### src/rtl/instruction_cycle_sequencer_regs.svh
// constants for the instruction cycle sequencer
`ifndef INSTRUCTION_CYCLE_SEQUENCER_REGS_SVH
`define INSTRUCTION_CYCLE_SEQUENCER_REGS_SVH

`define PHASES_PER_CYCLE   3'h4
`define PHASE_ONE_IDX      2'h0
`define PHASE_TWO_IDX      2'h1
`define PHASE_THREE_IDX    2'h2
`define PHASE_FOUR_IDX     2'h3
`define OSC_SEL_LP         2'h0
`define OSC_SEL_XT         2'h1
`define OSC_SEL_HS         2'h2
`define OSC_SEL_RC         2'h3
`define PC_RESET_VALUE     16'hFFFF
`define BRANCH_CYCLES      2'h2

`endif

### src/rtl/instruction_cycle_sequencer_pkg.sv
// types for the instruction cycle sequencer
package instruction_cycle_sequencer_pkg;
  typedef enum logic [1:0] {
    LOW_POWER_CRYSTAL_MODE,
    CRYSTAL_RESONATOR_MODE,
    HIGH_SPEED_CRYSTAL_MODE,
    RESISTOR_CAPACITOR_MODE
  } osc_mode_t;

  typedef enum logic [1:0] {
    PHASE_ONE,
    PHASE_TWO,
    PHASE_THREE,
    PHASE_FOUR
  } phase_t;

  typedef struct packed {
    logic phase_one;
    logic phase_two;
    logic phase_three;
    logic phase_four;
  } phase_strobes_t;

  typedef struct packed {
    logic operand_read;
    logic result_write;
    logic valid;
  } exec_ctl_t;
endpackage

### src/rtl/instruction_cycle_sequencer.sv
// four-phase instruction cycle generator with two-stage fetch/execute pipeline
`timescale 1ns/1ps
`default_nettype none
`include "instruction_cycle_sequencer_regs.svh"

module instruction_cycle_sequencer #(
  parameter int PC_W    = 11,
  parameter int INSTR_W = 12,
  parameter logic [3:0] MODES_OFFERED = 4'hF
) (
  input  wire logic                                        clk,
  input  wire logic                                        master_clear_n,
  input  wire logic [1:0]                                  osc_select_bits,
  input  wire logic [INSTR_W-1:0]                          prog_rdata,
  input  wire logic                                        exec_branch,
  input  wire logic [PC_W-1:0]                             branch_target,
  output logic [PC_W-1:0]                                  prog_addr,
  output logic [INSTR_W-1:0]                               decode_word,
  output instruction_cycle_sequencer_pkg::phase_strobes_t phase_strobes,
  output instruction_cycle_sequencer_pkg::exec_ctl_t      exec_ctl,
  output instruction_cycle_sequencer_pkg::osc_mode_t      osc_mode,
  output logic                                             cycle_clock_output,
  output logic                                             cycle_clock_oe
);

  instruction_cycle_sequencer_pkg::phase_t         phase_r;
  instruction_cycle_sequencer_pkg::phase_t         phase_nxt;
  instruction_cycle_sequencer_pkg::phase_strobes_t strobes_nxt;
  instruction_cycle_sequencer_pkg::osc_mode_t      mode_nxt;
  logic [PC_W-1:0]                                 pc_r;
  logic [INSTR_W-1:0]                              fetch_r;
  logic                                            fetch_valid_r;
  logic                                            exec_valid_r;
  logic                                            exec_valid_nxt;
  logic                                            cycle_start;
  logic                                            take_branch;
  logic                                            cfg_taken_r;
  logic                                            rc_mode;

  // phase counter; held at phase_four so release starts at phase_one
  always_comb begin
    case (phase_r)
      instruction_cycle_sequencer_pkg::PHASE_ONE:   phase_nxt = instruction_cycle_sequencer_pkg::PHASE_TWO;
      instruction_cycle_sequencer_pkg::PHASE_TWO:   phase_nxt = instruction_cycle_sequencer_pkg::PHASE_THREE;
      instruction_cycle_sequencer_pkg::PHASE_THREE: phase_nxt = instruction_cycle_sequencer_pkg::PHASE_FOUR;
      default:                                      phase_nxt = instruction_cycle_sequencer_pkg::PHASE_ONE;
    endcase
  end

  always_ff @(posedge clk or negedge master_clear_n) begin
    if (!master_clear_n) begin
      phase_r <= instruction_cycle_sequencer_pkg::PHASE_FOUR;
    end else begin
      phase_r <= phase_nxt;
    end
  end

  // the pc and execute stage move on the edge that opens phase_one; the fetch latch loads on the edge that opens phase_four
  assign cycle_start = (phase_nxt == instruction_cycle_sequencer_pkg::PHASE_ONE);

  // strobes registered one ahead so they line up with phase_r
  always_comb begin
    strobes_nxt = '0;
    case (phase_nxt)
      instruction_cycle_sequencer_pkg::PHASE_ONE:   strobes_nxt.phase_one   = 1'b1;
      instruction_cycle_sequencer_pkg::PHASE_TWO:   strobes_nxt.phase_two   = 1'b1;
      instruction_cycle_sequencer_pkg::PHASE_THREE: strobes_nxt.phase_three = 1'b1;
      instruction_cycle_sequencer_pkg::PHASE_FOUR:  strobes_nxt.phase_four  = 1'b1;
      default:                                      strobes_nxt             = '0;
    endcase
  end

  always_ff @(posedge clk or negedge master_clear_n) begin
    if (!master_clear_n) begin
      phase_strobes <= '0;
    end else begin
      phase_strobes <= strobes_nxt;
    end
  end

  // a branch request counts only while a real instruction executes
  assign take_branch    = cycle_start && exec_branch && exec_valid_r;
  // the word fetched beside a taken branch must not reach execute
  assign exec_valid_nxt = fetch_valid_r && !take_branch;

  // program counter: branch target loads at the next phase_one, else increment
  always_ff @(posedge clk or negedge master_clear_n) begin
    if (!master_clear_n) begin
      pc_r <= PC_W'(`PC_RESET_VALUE);
    end else if (take_branch) begin
      pc_r <= branch_target;
    end else if (cycle_start) begin
      pc_r <= pc_r + PC_W'(1);
    end
  end

  always_ff @(posedge clk or negedge master_clear_n) begin
    if (!master_clear_n) begin
      prog_addr <= '0;
    end else begin
      prog_addr <= pc_r;
    end
  end

  // fetch latch
  always_ff @(posedge clk or negedge master_clear_n) begin
    if (!master_clear_n) begin
      fetch_r <= '0;
    end else if (phase_nxt == instruction_cycle_sequencer_pkg::PHASE_FOUR) begin
      fetch_r <= prog_rdata;
    end
  end

  // a taken branch empties the slot until the target word is latched
  always_ff @(posedge clk or negedge master_clear_n) begin
    if (!master_clear_n) begin
      fetch_valid_r <= 1'b0;
    end else if (phase_nxt == instruction_cycle_sequencer_pkg::PHASE_FOUR) begin
      fetch_valid_r <= 1'b1;
    end else if (take_branch) begin
      fetch_valid_r <= 1'b0;
    end
  end

  // empty or flushed slot decodes as all zeros
  always_ff @(posedge clk or negedge master_clear_n) begin
    if (!master_clear_n) begin
      decode_word <= '0;
    end else if (cycle_start) begin
      decode_word <= exec_valid_nxt ? fetch_r : '0;
    end
  end

  // first cycle after reset runs empty since nothing was fetched
  always_ff @(posedge clk or negedge master_clear_n) begin
    if (!master_clear_n) begin
      exec_valid_r <= 1'b0;
    end else if (cycle_start) begin
      exec_valid_r <= exec_valid_nxt;
    end
  end

  always_ff @(posedge clk or negedge master_clear_n) begin
    if (!master_clear_n) begin
      exec_ctl <= '0;
    end else begin
      exec_ctl.valid        <= cycle_start ? exec_valid_nxt : exec_valid_r;
      exec_ctl.operand_read <= (phase_nxt == instruction_cycle_sequencer_pkg::PHASE_TWO) && exec_valid_r;
      exec_ctl.result_write <= (phase_nxt == instruction_cycle_sequencer_pkg::PHASE_FOUR) && exec_valid_r;
    end
  end

  // mode in force; the first edge after release already acts on the new selection
  always_comb begin
    mode_nxt = osc_mode;
    if (!cfg_taken_r) begin
      // unoffered selection falls back to crystal_resonator_mode
      if (MODES_OFFERED[osc_select_bits]) begin
        mode_nxt = instruction_cycle_sequencer_pkg::osc_mode_t'(osc_select_bits);
      end else begin
        mode_nxt = instruction_cycle_sequencer_pkg::CRYSTAL_RESONATOR_MODE;
      end
    end
  end

  always_ff @(posedge clk or negedge master_clear_n) begin
    if (!master_clear_n) begin
      osc_mode <= instruction_cycle_sequencer_pkg::LOW_POWER_CRYSTAL_MODE;
    end else begin
      osc_mode <= mode_nxt;
    end
  end

  // configuration bits are nonvolatile, so sample once after release
  always_ff @(posedge clk or negedge master_clear_n) begin
    if (!master_clear_n) begin
      cfg_taken_r <= 1'b0;
    end else begin
      cfg_taken_r <= 1'b1;
    end
  end

  assign rc_mode = (mode_nxt == instruction_cycle_sequencer_pkg::RESISTOR_CAPACITOR_MODE);

  // in rc_mode high during phase_one and phase_two, low during phase_three and phase_four; low throughout in crystal modes
  always_ff @(posedge clk or negedge master_clear_n) begin
    if (!master_clear_n) begin
      cycle_clock_output <= 1'b0;
    end else begin
      cycle_clock_output <= rc_mode && (phase_nxt == instruction_cycle_sequencer_pkg::PHASE_ONE ||
                                        phase_nxt == instruction_cycle_sequencer_pkg::PHASE_TWO);
    end
  end

  // crystal modes leave the pin to the resonator
  always_ff @(posedge clk or negedge master_clear_n) begin
    if (!master_clear_n) begin
      cycle_clock_oe <= 1'b0;
    end else begin
      cycle_clock_oe <= rc_mode;
    end
  end

endmodule // instruction_cycle_sequencer

`default_nettype wire

### config.mk
export PLATFORM = sky130hd
export DESIGN_NAME = instruction_cycle_sequencer
export DESIGN_NICKNAME = d
export VERILOG_FILES = /design/src/rtl/instruction_cycle_sequencer_pkg.sv /design/src/rtl/instruction_cycle_sequencer.sv
export VERILOG_INCLUDE_DIRS = /design/src /design/src/rtl
export SDC_FILE = /design/constraint.sdc
export NUM_CORES = 1
export LEC_CHECK = 0
export ABC_AREA = 1
export CORE_UTILIZATION = 41
export DETAILED_ROUTE_END_ITERATION = 12
export DONT_BUFFER_PORTS = 1
export PLACE_DENSITY = 0.65
export RECOVER_POWER = 50
export SYNTH_ARGS = -nofsm -noshare
export SYNTH_HDL_FRONTEND = slang
export SYNTH_SLANG_ARGS = --single-unit
export TNS_END_PERCENT = 100
### constraint.sdc
create_clock -name clk -period 3.2 [get_ports clk]
set_input_delay 0.16 -clock clk [delete_from_list [all_inputs] [get_ports clk]]
set_output_delay 0.16 -clock clk [all_outputs]
set_load 0.01 [all_outputs]
After elaboration in Yosys (flattened, before gate mapping). Index checks and enable logic that the tools add are counted.

Bits in registers: 61. Word-level logic and storage cells: 52. Latch bits: 0. RAM bits: 0. Memory bits (read-only): 0. Bits of input ports: 28. Output and inout bits: 34. Memories kept: 0.

Shift-type cells: 0. Mux-type cells: 15. Add/sub/neg operators: 1. Div/mod/pow operators: 0. Magnitude comparators: 1. Reduce and logical (&&, ||, !) cells: 12. Multipliers: 0. Bitwise logic cells: 0. Equal/unequal tests: 6.

Operators with widths (number): 2-to-1 mux 11 bit (2); 2-to-1 mux 12 bit (1); adder 11 x 1 -> 11 bit, second input constant (1); == test 2 bit, second input constant (4); 2-to-1 mux 1 bit (8); logical AND 1 bit (6); one-hot mux 2 bit (3 select lines) (1); == test 2 x 1 -> 1 bit, second input constant (2); zero test 2 bit (2); 2-to-1 mux 2 bit (2); nonzero test 2 bit (2); less-than comparator 2 x 3 -> 1 bit, second input constant (1); binary-select mux 1 bit (select 2 bit) (1); zero test 1 bit (1); logical OR 1 bit (1).

Depth between registers and ports, before layout. Gate-level depths: netlist of run 1.

Word-level depth: 8. Gate-level depth with buffers: 9. Gate-level depth less buffers: 8.

Worst setup path before layout of run 1. OpenSTA, ideal clock, no wires.

Kind: reg2reg. Start: register phase_r[1]. End: register exec_ctl[0] (netlist name). Clock period less this slack: 1.430 ns. Cell stages (with the launch flop): 7. Buffers on the path: 2. Required time: 3.066 ns. Arrival: 1.296 ns. Slack: 1.770 ns. Library setup time: 0.134 ns. Cell sequence: dfstp_2 -> ha_1 -> buf_6 -> nand3_4 -> nand3_1 -> buf_4 -> o21ai_0.

Cells in the longest elaborated chain, start to end: 8. Elaborated cells on any way between the ends: 10. Those cells by class: eq/ne (2); mux (2); reduce/logical (6).

Ends and longest elaborated chain: start: declaration (line instruction_cycle_sequencer.sv:26) `instruction_cycle_sequencer_pkg::phase_t phase_r;`; start signal: assignment (line instruction_cycle_sequencer.sv:52) `phase_r <= instruction_cycle_sequencer_pkg::PHASE_FOUR;`; start signal: assignment (line instruction_cycle_sequencer.sv:54) `phase_r <= phase_nxt;`; == test 2 bit, or another cell as far along (line instruction_cycle_sequencer.sv:42) `case (phase_r)`; one-hot mux 2 bit (3 select lines) (*) (line instruction_cycle_sequencer.sv:42); zero test 2 bit (*) (line instruction_cycle_sequencer.sv:59) `assign cycle_start = (phase_nxt == instruction_cycle_sequencer_pkg::PHASE_ONE);`; net cycle_start (line instruction_cycle_sequencer.sv:35) `logic cycle_start;`; logical AND 1 bit (2 in series) (line instruction_cycle_sequencer.sv:82) `assign take_branch = cycle_start && exec_branch && exec_valid_r;`; zero test 1 bit (line instruction_cycle_sequencer.sv:84) `assign exec_valid_nxt = fetch_valid_r && !take_branch;`; logical AND 1 bit (line instruction_cycle_sequencer.sv:84); 2-to-1 mux 1 bit (line instruction_cycle_sequencer.sv:147) `exec_ctl.valid <= cycle_start ? exec_valid_nxt : exec_valid_r;`; end: declaration (line instruction_cycle_sequencer.sv:20) `output instruction_cycle_sequencer_pkg::exec_ctl_t exec_ctl,`.

The timed path passes the listed nets; every way through them passes the cells marked *. The select of a mux whose other input is x is not followed. A chain may end at the register's enable or synchronous reset.

Final worst setup path of run 1. Ends and elaborated chain as after synthesis.

==> impl_results.md, run 1 <==
- Worst hold path type: in -> reg
- Die area: between 0.006 and 0.007 mm^2
- Detailed-route vias per instance: 4.77
- Vias in the first global route: 1,733
- Pins Over Slew Limit: 0
- CTS max path bufs: 2
- Hold Crit Endpoint: pc_r[3]$_DFFE_PN1P_
- Peak VDD IR: approximately 240 uV
- Inserted Clock Buffers: 9
- Cells after synthesis: between 200 and 300
- Vias post-DR: between 1,500 and 2,000
- Final period util: a little under three quarters
- Largest area contributor in the netlist: dfrtp_1
- Clock latency on the worst-skew pair: around 0.32 ns
- Main area contributors after synthesis: dfrtp_1 (47%), dfstp_2 (14%), nand2_1 (7.3%), inv_1 (6.7%), ha_1 (4.0%)
- Syn nets: about 300
- Yosys top cell area share: 47.5%
- Setup crit start kind: register
- Final worst slack: between 0.9 and 1 ns
- Final net count: between 300 and 400
- Cell area power density: roughly 600 mW/mm^2
- RePlAce Congestion: between 0.7 and 0.8
- Final wirelength: roughly 4900 um
- CTS H-tree depth: 3
- Clk sinks: 61
- RSZ-0062 raised after global routing: no
- Area of the core: around 0.0059 mm^2
- Synthesized cell area: 0.00253 mm^2
- Syn. warnings: 0
- Final number of setup-violating endpoints: 0
- Cts repair resizes: 0
- Max Fanout on Critical Path: 24
- Post-CTS setup buffer count: 0
- Worst R2R Path Depth: 4
- Total congestion overflow: 0
- Syn Area/Cell: approximately 9.7 um^2
- Actual slew at the worst max-slew pin: roughly 1.5 ns
- Initial Utilization: a little over two fifths
- DRT Pass-1 Iters: 4
- Top Ports: slightly above 60
- Lkg Pwr: 1.42 nW
- Fmax: roughly 0.44 GHz
- Critical Path Sink Type: register
- Total of max-cap violations: 0
- Post-synthesis sequential area ratio: about three fifths
- Number of I/O port buffers: 0
- DR DRC count: 0
- Cts hold-fix bufs: 18
- Initial DRC count: around 120
- Worst r2r src: phase_r[1]$_DFF_PN1_
- Chip width: about 81 um
- Final hold vios: 0
- Outcome: finished, final reports clean
- Average wire per standard cell: about 14 um
- Tot GR Track Use: between 10% and 20%
- # diodes: 0
- Share of layout cells above drive strength 1: approximately 6.7%
- Layout Skew: ~0.0045 ns
- CTS tree: built
- Largest net degree at the start of global routing: between 60 and 70
- Global-route wire length before repair: ~8200 um
- Die Y: between 80 and 90 um
- Hold Path Origin: branch_target[3]
- Worst-path clk slew: 0.06 ns
- Setup Crit Path Kind: reg -> reg
- Min Hold Slack: 0.0298 ns
- Pre-CTS WS: between 0.9 and 1 ns
- Max-slew headroom: 2.87%
- Seq cells post-synth: 61
- Cell Rows: 28
- Initial antenna violation count: 0
- Final ANT Viol Nets: 0
- Netlist cell types: 23
- Setup TNS: 0 ns
- Worst Path Required: approximately 3.4 ns
- Cell chosen for the clock root: clkbuf_8
- Layout area overhead: 14.3%
- Min Tclk post-route: roughly 2.3 ns
- Worst path arrival time: 2.45 ns
- Cell depth of the worst hold path: 2
- FF-to-FF End: exec_ctl[0]$_DFFE_PN0N_
- R2R Setup Slk: about 0.93 ns
- HPWL Detailed: between 3000 and 4000 um
[worst max-delay path, stage by stage, from the launching register on]
cell     delay, ns
dfstp_2       0.57
ha_1          0.60
nand3_4       0.33
nand3_1       0.47
o21ai_0       0.16
[report_power, final]
group | internal (mW) | total [mW] | switching (mW) | leakage [nW]
Sequential | 0.883 | 0.988 | 0.105 | 0.701
Clock | 0.301 | 0.572 | 0.271 | 0.0844
Combinational | 0.0764 | 0.184 | 0.107 | 0.630
Total | 1.26 | 1.74 | 0.483 | 1.42
[cells in the final DEF (no fill, tap or decap), drive strengths merged]
| cell | instances |
|---|---|
| clkinv | 2 |
| mux2 | 2 |
| o22ai | 12 |
| conb | 1 |
| a21o | 1 |
| ha | 8 |
| dfstp | 13 |
| inv | 45 |
| nand2 | 49 |
| dfrtp | 48 |
| or2 | 1 |
| o21bai | 1 |
| nand3 | 19 |
| o21ai | 21 |
| clkbuf | 15 |
| dlygate4sd3 | 17 |
| a21oi | 7 |
| xor2 | 1 |
| nor2 | 22 |
[kinds of logic (layout without fill, tap and decap cells)]
group,after synthesis,in the layout,synth area share (%)
adders and majority gates,8,8,3.96
and+or+nand+nor,91,91,15.1
xor gates and xnor gates,1,1,0.346
muxes,2,2,0.890
other,1,1,0.148
DFF,61,61,61.0
AOI/OAI and AO/OA,42,42,9.10
buffers and inverters,55,79,9.45
[synthesized netlist by cell type, drive strengths merged]
| master | instances |
|---|---|
| a21o | 1 |
| mux2 | 2 |
| o21ai | 21 |
| nand2 | 49 |
| nor2 | 22 |
| conb | 1 |
| dfstp | 13 |
| buf | 7 |
| nand3 | 19 |
| a21oi | 7 |
| ha | 8 |
| clkbuf | 3 |
| inv | 45 |
| xor2 | 1 |
| or2 | 1 |
| dfrtp | 48 |
| o21bai | 1 |
| o22ai | 12 |
[cell type report]
type,instances,area (um^2)
timing repair buffer,18,175
inverter,45,169
clock inverter,2,10.0
multi-input combinational,145,748
fill,547,3030
clock buffer,14,153
sequential,61,1540
tap,75,93.8
[stage by stage]
stage	utilization, %	cells	total power [mW]	cell area, um^2
after floorplan	-	261	1.12	2530
after global placement	43.1	326	1.16	2550
after detailed placement	43.1	326	1.17	2550
after CTS	49.2	360	1.78	2910
after global routing	48.8	360	1.85	2890
final	48.8	360	1.74	2890
[routing by layer]
metal / track usage (%) / part of all wire [%]
met2: 25.7 / 46
met5: 0 / 0
met3: 5.23 / 4.6
met4: 10.0 / 2.3
met1: 22.1 / 47
[worst max path at each step]
stage,slack [ns],cells past startpoint,endpoint,from
finish,0.93,4,exec_ctl[0]$_DFFE_PN0N_,phase_r[1]$_DFF_PN1_
global route,0.81,4,exec_ctl[0]$_DFFE_PN0N_,phase_r[0]$_DFF_PN1_
CTS,0.96,4,exec_ctl[0]$_DFFE_PN0N_,phase_r[1]$_DFF_PN1_
detailed placement,0.96,4,exec_ctl[0]$_DFFE_PN0N_,phase_r[1]$_DFF_PN1_
global placement,1.01,4,exec_ctl[0]$_DFFE_PN0N_,phase_r[1]$_DFF_PN1_
floorplan,1.77,6,exec_ctl[0]$_DFFE_PN0N_,phase_r[1]$_DFF_PN1_
[registers in the layout, indices dropped and copies added (netlist names)]
signal / flops
phase_strobes: 4
cycle_clock_output: 1
cfg_taken_r: 1
phase_r: 2
pc_r: 11
decode_word: 12
fetch_valid_r: 1
exec_ctl: 3
cycle_clock_oe: 1
fetch_r: 12
osc_mode: 2
prog_addr: 11
Power figures use the tool's default switching activity.
==> run 2: changes to the inputs <==
==> constraint.sdc (replaced) <==
create_clock -name clk -period 2.3 [get_ports clk]
set_input_delay 0.115 -clock clk [delete_from_list [all_inputs] [get_ports clk]]
set_output_delay 0.115 -clock clk [all_outputs]
set_load 0.01 [all_outputs]
==> run 2 against run 1 <==
Sequential share of layout area decreased by 2.0 points; clock power increased by 80%; cell count rose by 1.7%; final area increased by 3.9%; highest routed layer unchanged; power increased by 53%; core utilization grew 1.9 points; setup slack lost 0.42 ns; critical endpoint unchanged; maximum frequency up 27%; largest cell class unchanged.
==> impl_results.md, run 2 (synthesis gave the netlist of run 1 again) <==
- Pins Over Slew Limit: 0 (unchanged)
- Worst r2r src: phase_r[1]$_DFF_PN1_ (unchanged)
- Clk sinks: 61 (unchanged)
- Actual slew at the worst max-slew pin: 1.48 ns (was 1.46 ns)
- Cell depth of the worst hold path: 4 (was 2)
- Worst setup path startpoint: phase_r[1]$_DFF_PN1_ (unchanged)
- Worst-path clk slew: 0.06 ns (about the same)
- Peak VDD IR: 436 uV (was 237 uV)
- Inserted Clock Buffers: 9 (unchanged)
- Min Hold Slack: 0.0204 ns (was 0.0298 ns)
- Chip width: 80.6 um (unchanged)
- Largest net degree at the start of global routing: 62 (unchanged)
- Final ANT Viol Nets: 0 (unchanged)
- Commonest non-fill, non-tap cells in the layout: nand2_1 (49), dfrtp_1 (48), inv_1 (45) (unchanged)
- FF-to-FF End: exec_ctl[0]$_DFFE_PN0N_ (unchanged)
- Critical Path Sink Type: register (unchanged)
- Vias in the first global route: 1,734 (was 1,733)
- Cell chosen for the clock root: clkbuf_8 (unchanged)
- Worst hold path type: in -> reg (unchanged)
- Worst Path Required: 2.48 ns (was 3.38 ns)
- R2R Setup Slk: 0.50 ns (was 0.93 ns)
- Final hold vios: 0 (unchanged)
- Min Tclk post-route: 1.80 ns (was 2.27 ns)
- HPWL Detailed: 3110 um (was 3080 um)
- Clock latency on the worst-skew pair: 0.34 ns (was 0.32 ns)
- Lkg Pwr: 1.46 nW (was 1.42 nW)
- Total of max-cap violations: 0 (unchanged)
- Die Y: 80.6 um (unchanged)
- Tot GR Track Use: 17.6% (was 17.3%)
- Worst R2R Path Depth: 4 (unchanged)
- Die area: 0.00649 mm^2 (unchanged)
- Fmax: 0.557 GHz (was 0.440 GHz)
- Average wire per standard cell: 13.6 um (about the same)
- Final wirelength: 4990 um (was 4910 um)
- RSZ-0062 raised after global routing: no (unchanged)
- Post-CTS setup buffer count: 0 (unchanged)
- Max-slew headroom: 1.34% (was 2.87%)
- Cell Rows: 28 (unchanged)
- Initial antenna violation count: 0 (unchanged)
- Final net count: 322 (was 316)
- Top Ports: 62 (unchanged)
- Global-route wire length before repair: 8370 um (was 8220 um)
- Final number of setup-violating endpoints: 0 (unchanged)
- CTS tree: built (unchanged)
- CTS H-tree depth: 3 (unchanged)
- Cell area power density: 889 mW/mm^2 (was 603 mW/mm^2)
- Commonest non-fill, non-tap cell in the layout: nand2_1 (unchanged)
- Worst path arrival time: 1.98 ns (was 2.45 ns)
- DRT Pass-1 Iters: 6 (was 4)
- Setup crit start kind: register (unchanged)
- DR DRC count: 0 (unchanged)
- Share of layout cells above drive strength 1: 7.56% (was 6.67%)
- Area of the core: 0.00592 mm^2 (unchanged)
- Total congestion overflow: 0 (unchanged)
- Layout Skew: 0.0128 ns (was 0.00450 ns)
- Detailed-route vias per instance: 4.76 (was 4.77)
- Initial DRC count: 125 (was 115)
- RePlAce Congestion: 0.792 (was 0.761)
- Initial Utilization: 42.7% (unchanged)
- Vias post-DR: 1,742 (was 1,718)
- Layout area overhead: 18.7% (was 14.3%)
- Crit path capture: exec_ctl[0]$_DFFE_PN0N_ (unchanged)
- Setup Crit Path Kind: reg -> reg (unchanged)
- # diodes: 0 (unchanged)
- Largest registers: decode_word (12), fetch_r (12) (unchanged)
- Setup TNS: 0 ns (unchanged)
- Final period util: 78.1% (was 71.0%)
- Max Fanout on Critical Path: 24 (unchanged)
- Number of I/O port buffers: 0 (unchanged)
- CTS max path bufs: 2 (unchanged)
- Outcome: finished, final reports clean (unchanged)
-- run 2: cell types whose count changed in the layout (fill, tap and decap cells not counted) --
| cell | before | now |
|---|---|---|
| clkinvlp_4 | 0 | 1 |
| clkbuf_1 | 4 | 2 |
| dlygate4sd3_1 | 17 | 22 |
| clkinv_2 | 2 | 1 |
| buf_4 | 0 | 1 |
| bufinv_16 | 0 | 2 |
-- run 2: critical path, stage by stage (launching register included) --
cell	delay, ns
dfstp_2	0.57
ha_1	0.22
nand3_4	0.23
nand3_1	0.48
o21ai_0	0.16
-- run 2: area by class of cell --
cell class              count  area [um^2]
fillers                   559         2920
flip-flops and latches     61         1540
multi-input cells         145          748
repair buffers             24          233
inverters                  45          169
clock buffers              12          145
well taps                  75         93.8
clock inverters             4         72.6
-- run 2: timing repair --
item,CTS,global route
hold buffers,23,0
setup endpoints to repair,0,0
endpoints found under the hold margin,82,0
resized for setup,0,0
-- run 2: stage by stage --
stage | setup slack, ns | cell area, um^2 | power (mW) | utilization [%] | cells
global placement | 0.528 | 2560 | 1.61 | 43.3 | 327
global route | 0.324 | 3000 | 2.82 | 50.7 | 366
floorplan | 0.870 | 2530 | 1.56 | - | 261
CTS | 0.471 | 3030 | 2.72 | 51.1 | 366
detailed placement | 0.473 | 2560 | 1.62 | 43.3 | 327
finish | 0.504 | 3000 | 2.67 | 50.7 | 366
-- run 2: routing by layer --
metal	GRT usage, %	up-vias	part of all wire [%]
met5	0	-	0
met3	4.55	14	5.0
li1	-	861	-
met2	26.7	47	48
met1	22.0	820	44
met4	11.6	0	3.0
-- run 2: worst min-delay path by stage --
| stage | startpoint | end | slack, ns |
|---|---|---|---|
| after floorplan | master_clear_n | cfg_taken_r$_DFF_PN0_ | -0.18 |
| after global placement | master_clear_n | prog_addr[7]$_DFF_PN0_ | -0.18 |
| after detailed placement | master_clear_n | prog_addr[7]$_DFF_PN0_ | -0.18 |
| after CTS | branch_target[8] | pc_r[8]$_DFFE_PN1P_ | 0.00009 |
| after global routing | branch_target[4] | pc_r[4]$_DFFE_PN1P_ | 0.04 |
| final | branch_target[8] | pc_r[8]$_DFFE_PN1P_ | 0.02 |
-- run 2: report_power, final --
group | total, mW | switching (mW) | leakage, nW | internal [mW]
clock network | 1.03 | 0.396 | 0.107 | 0.639
logic | 0.263 | 0.152 | 0.657 | 0.112
registers | 1.37 | 0.145 | 0.701 | 1.23
total | 2.67 | 0.693 | 1.46 | 1.98
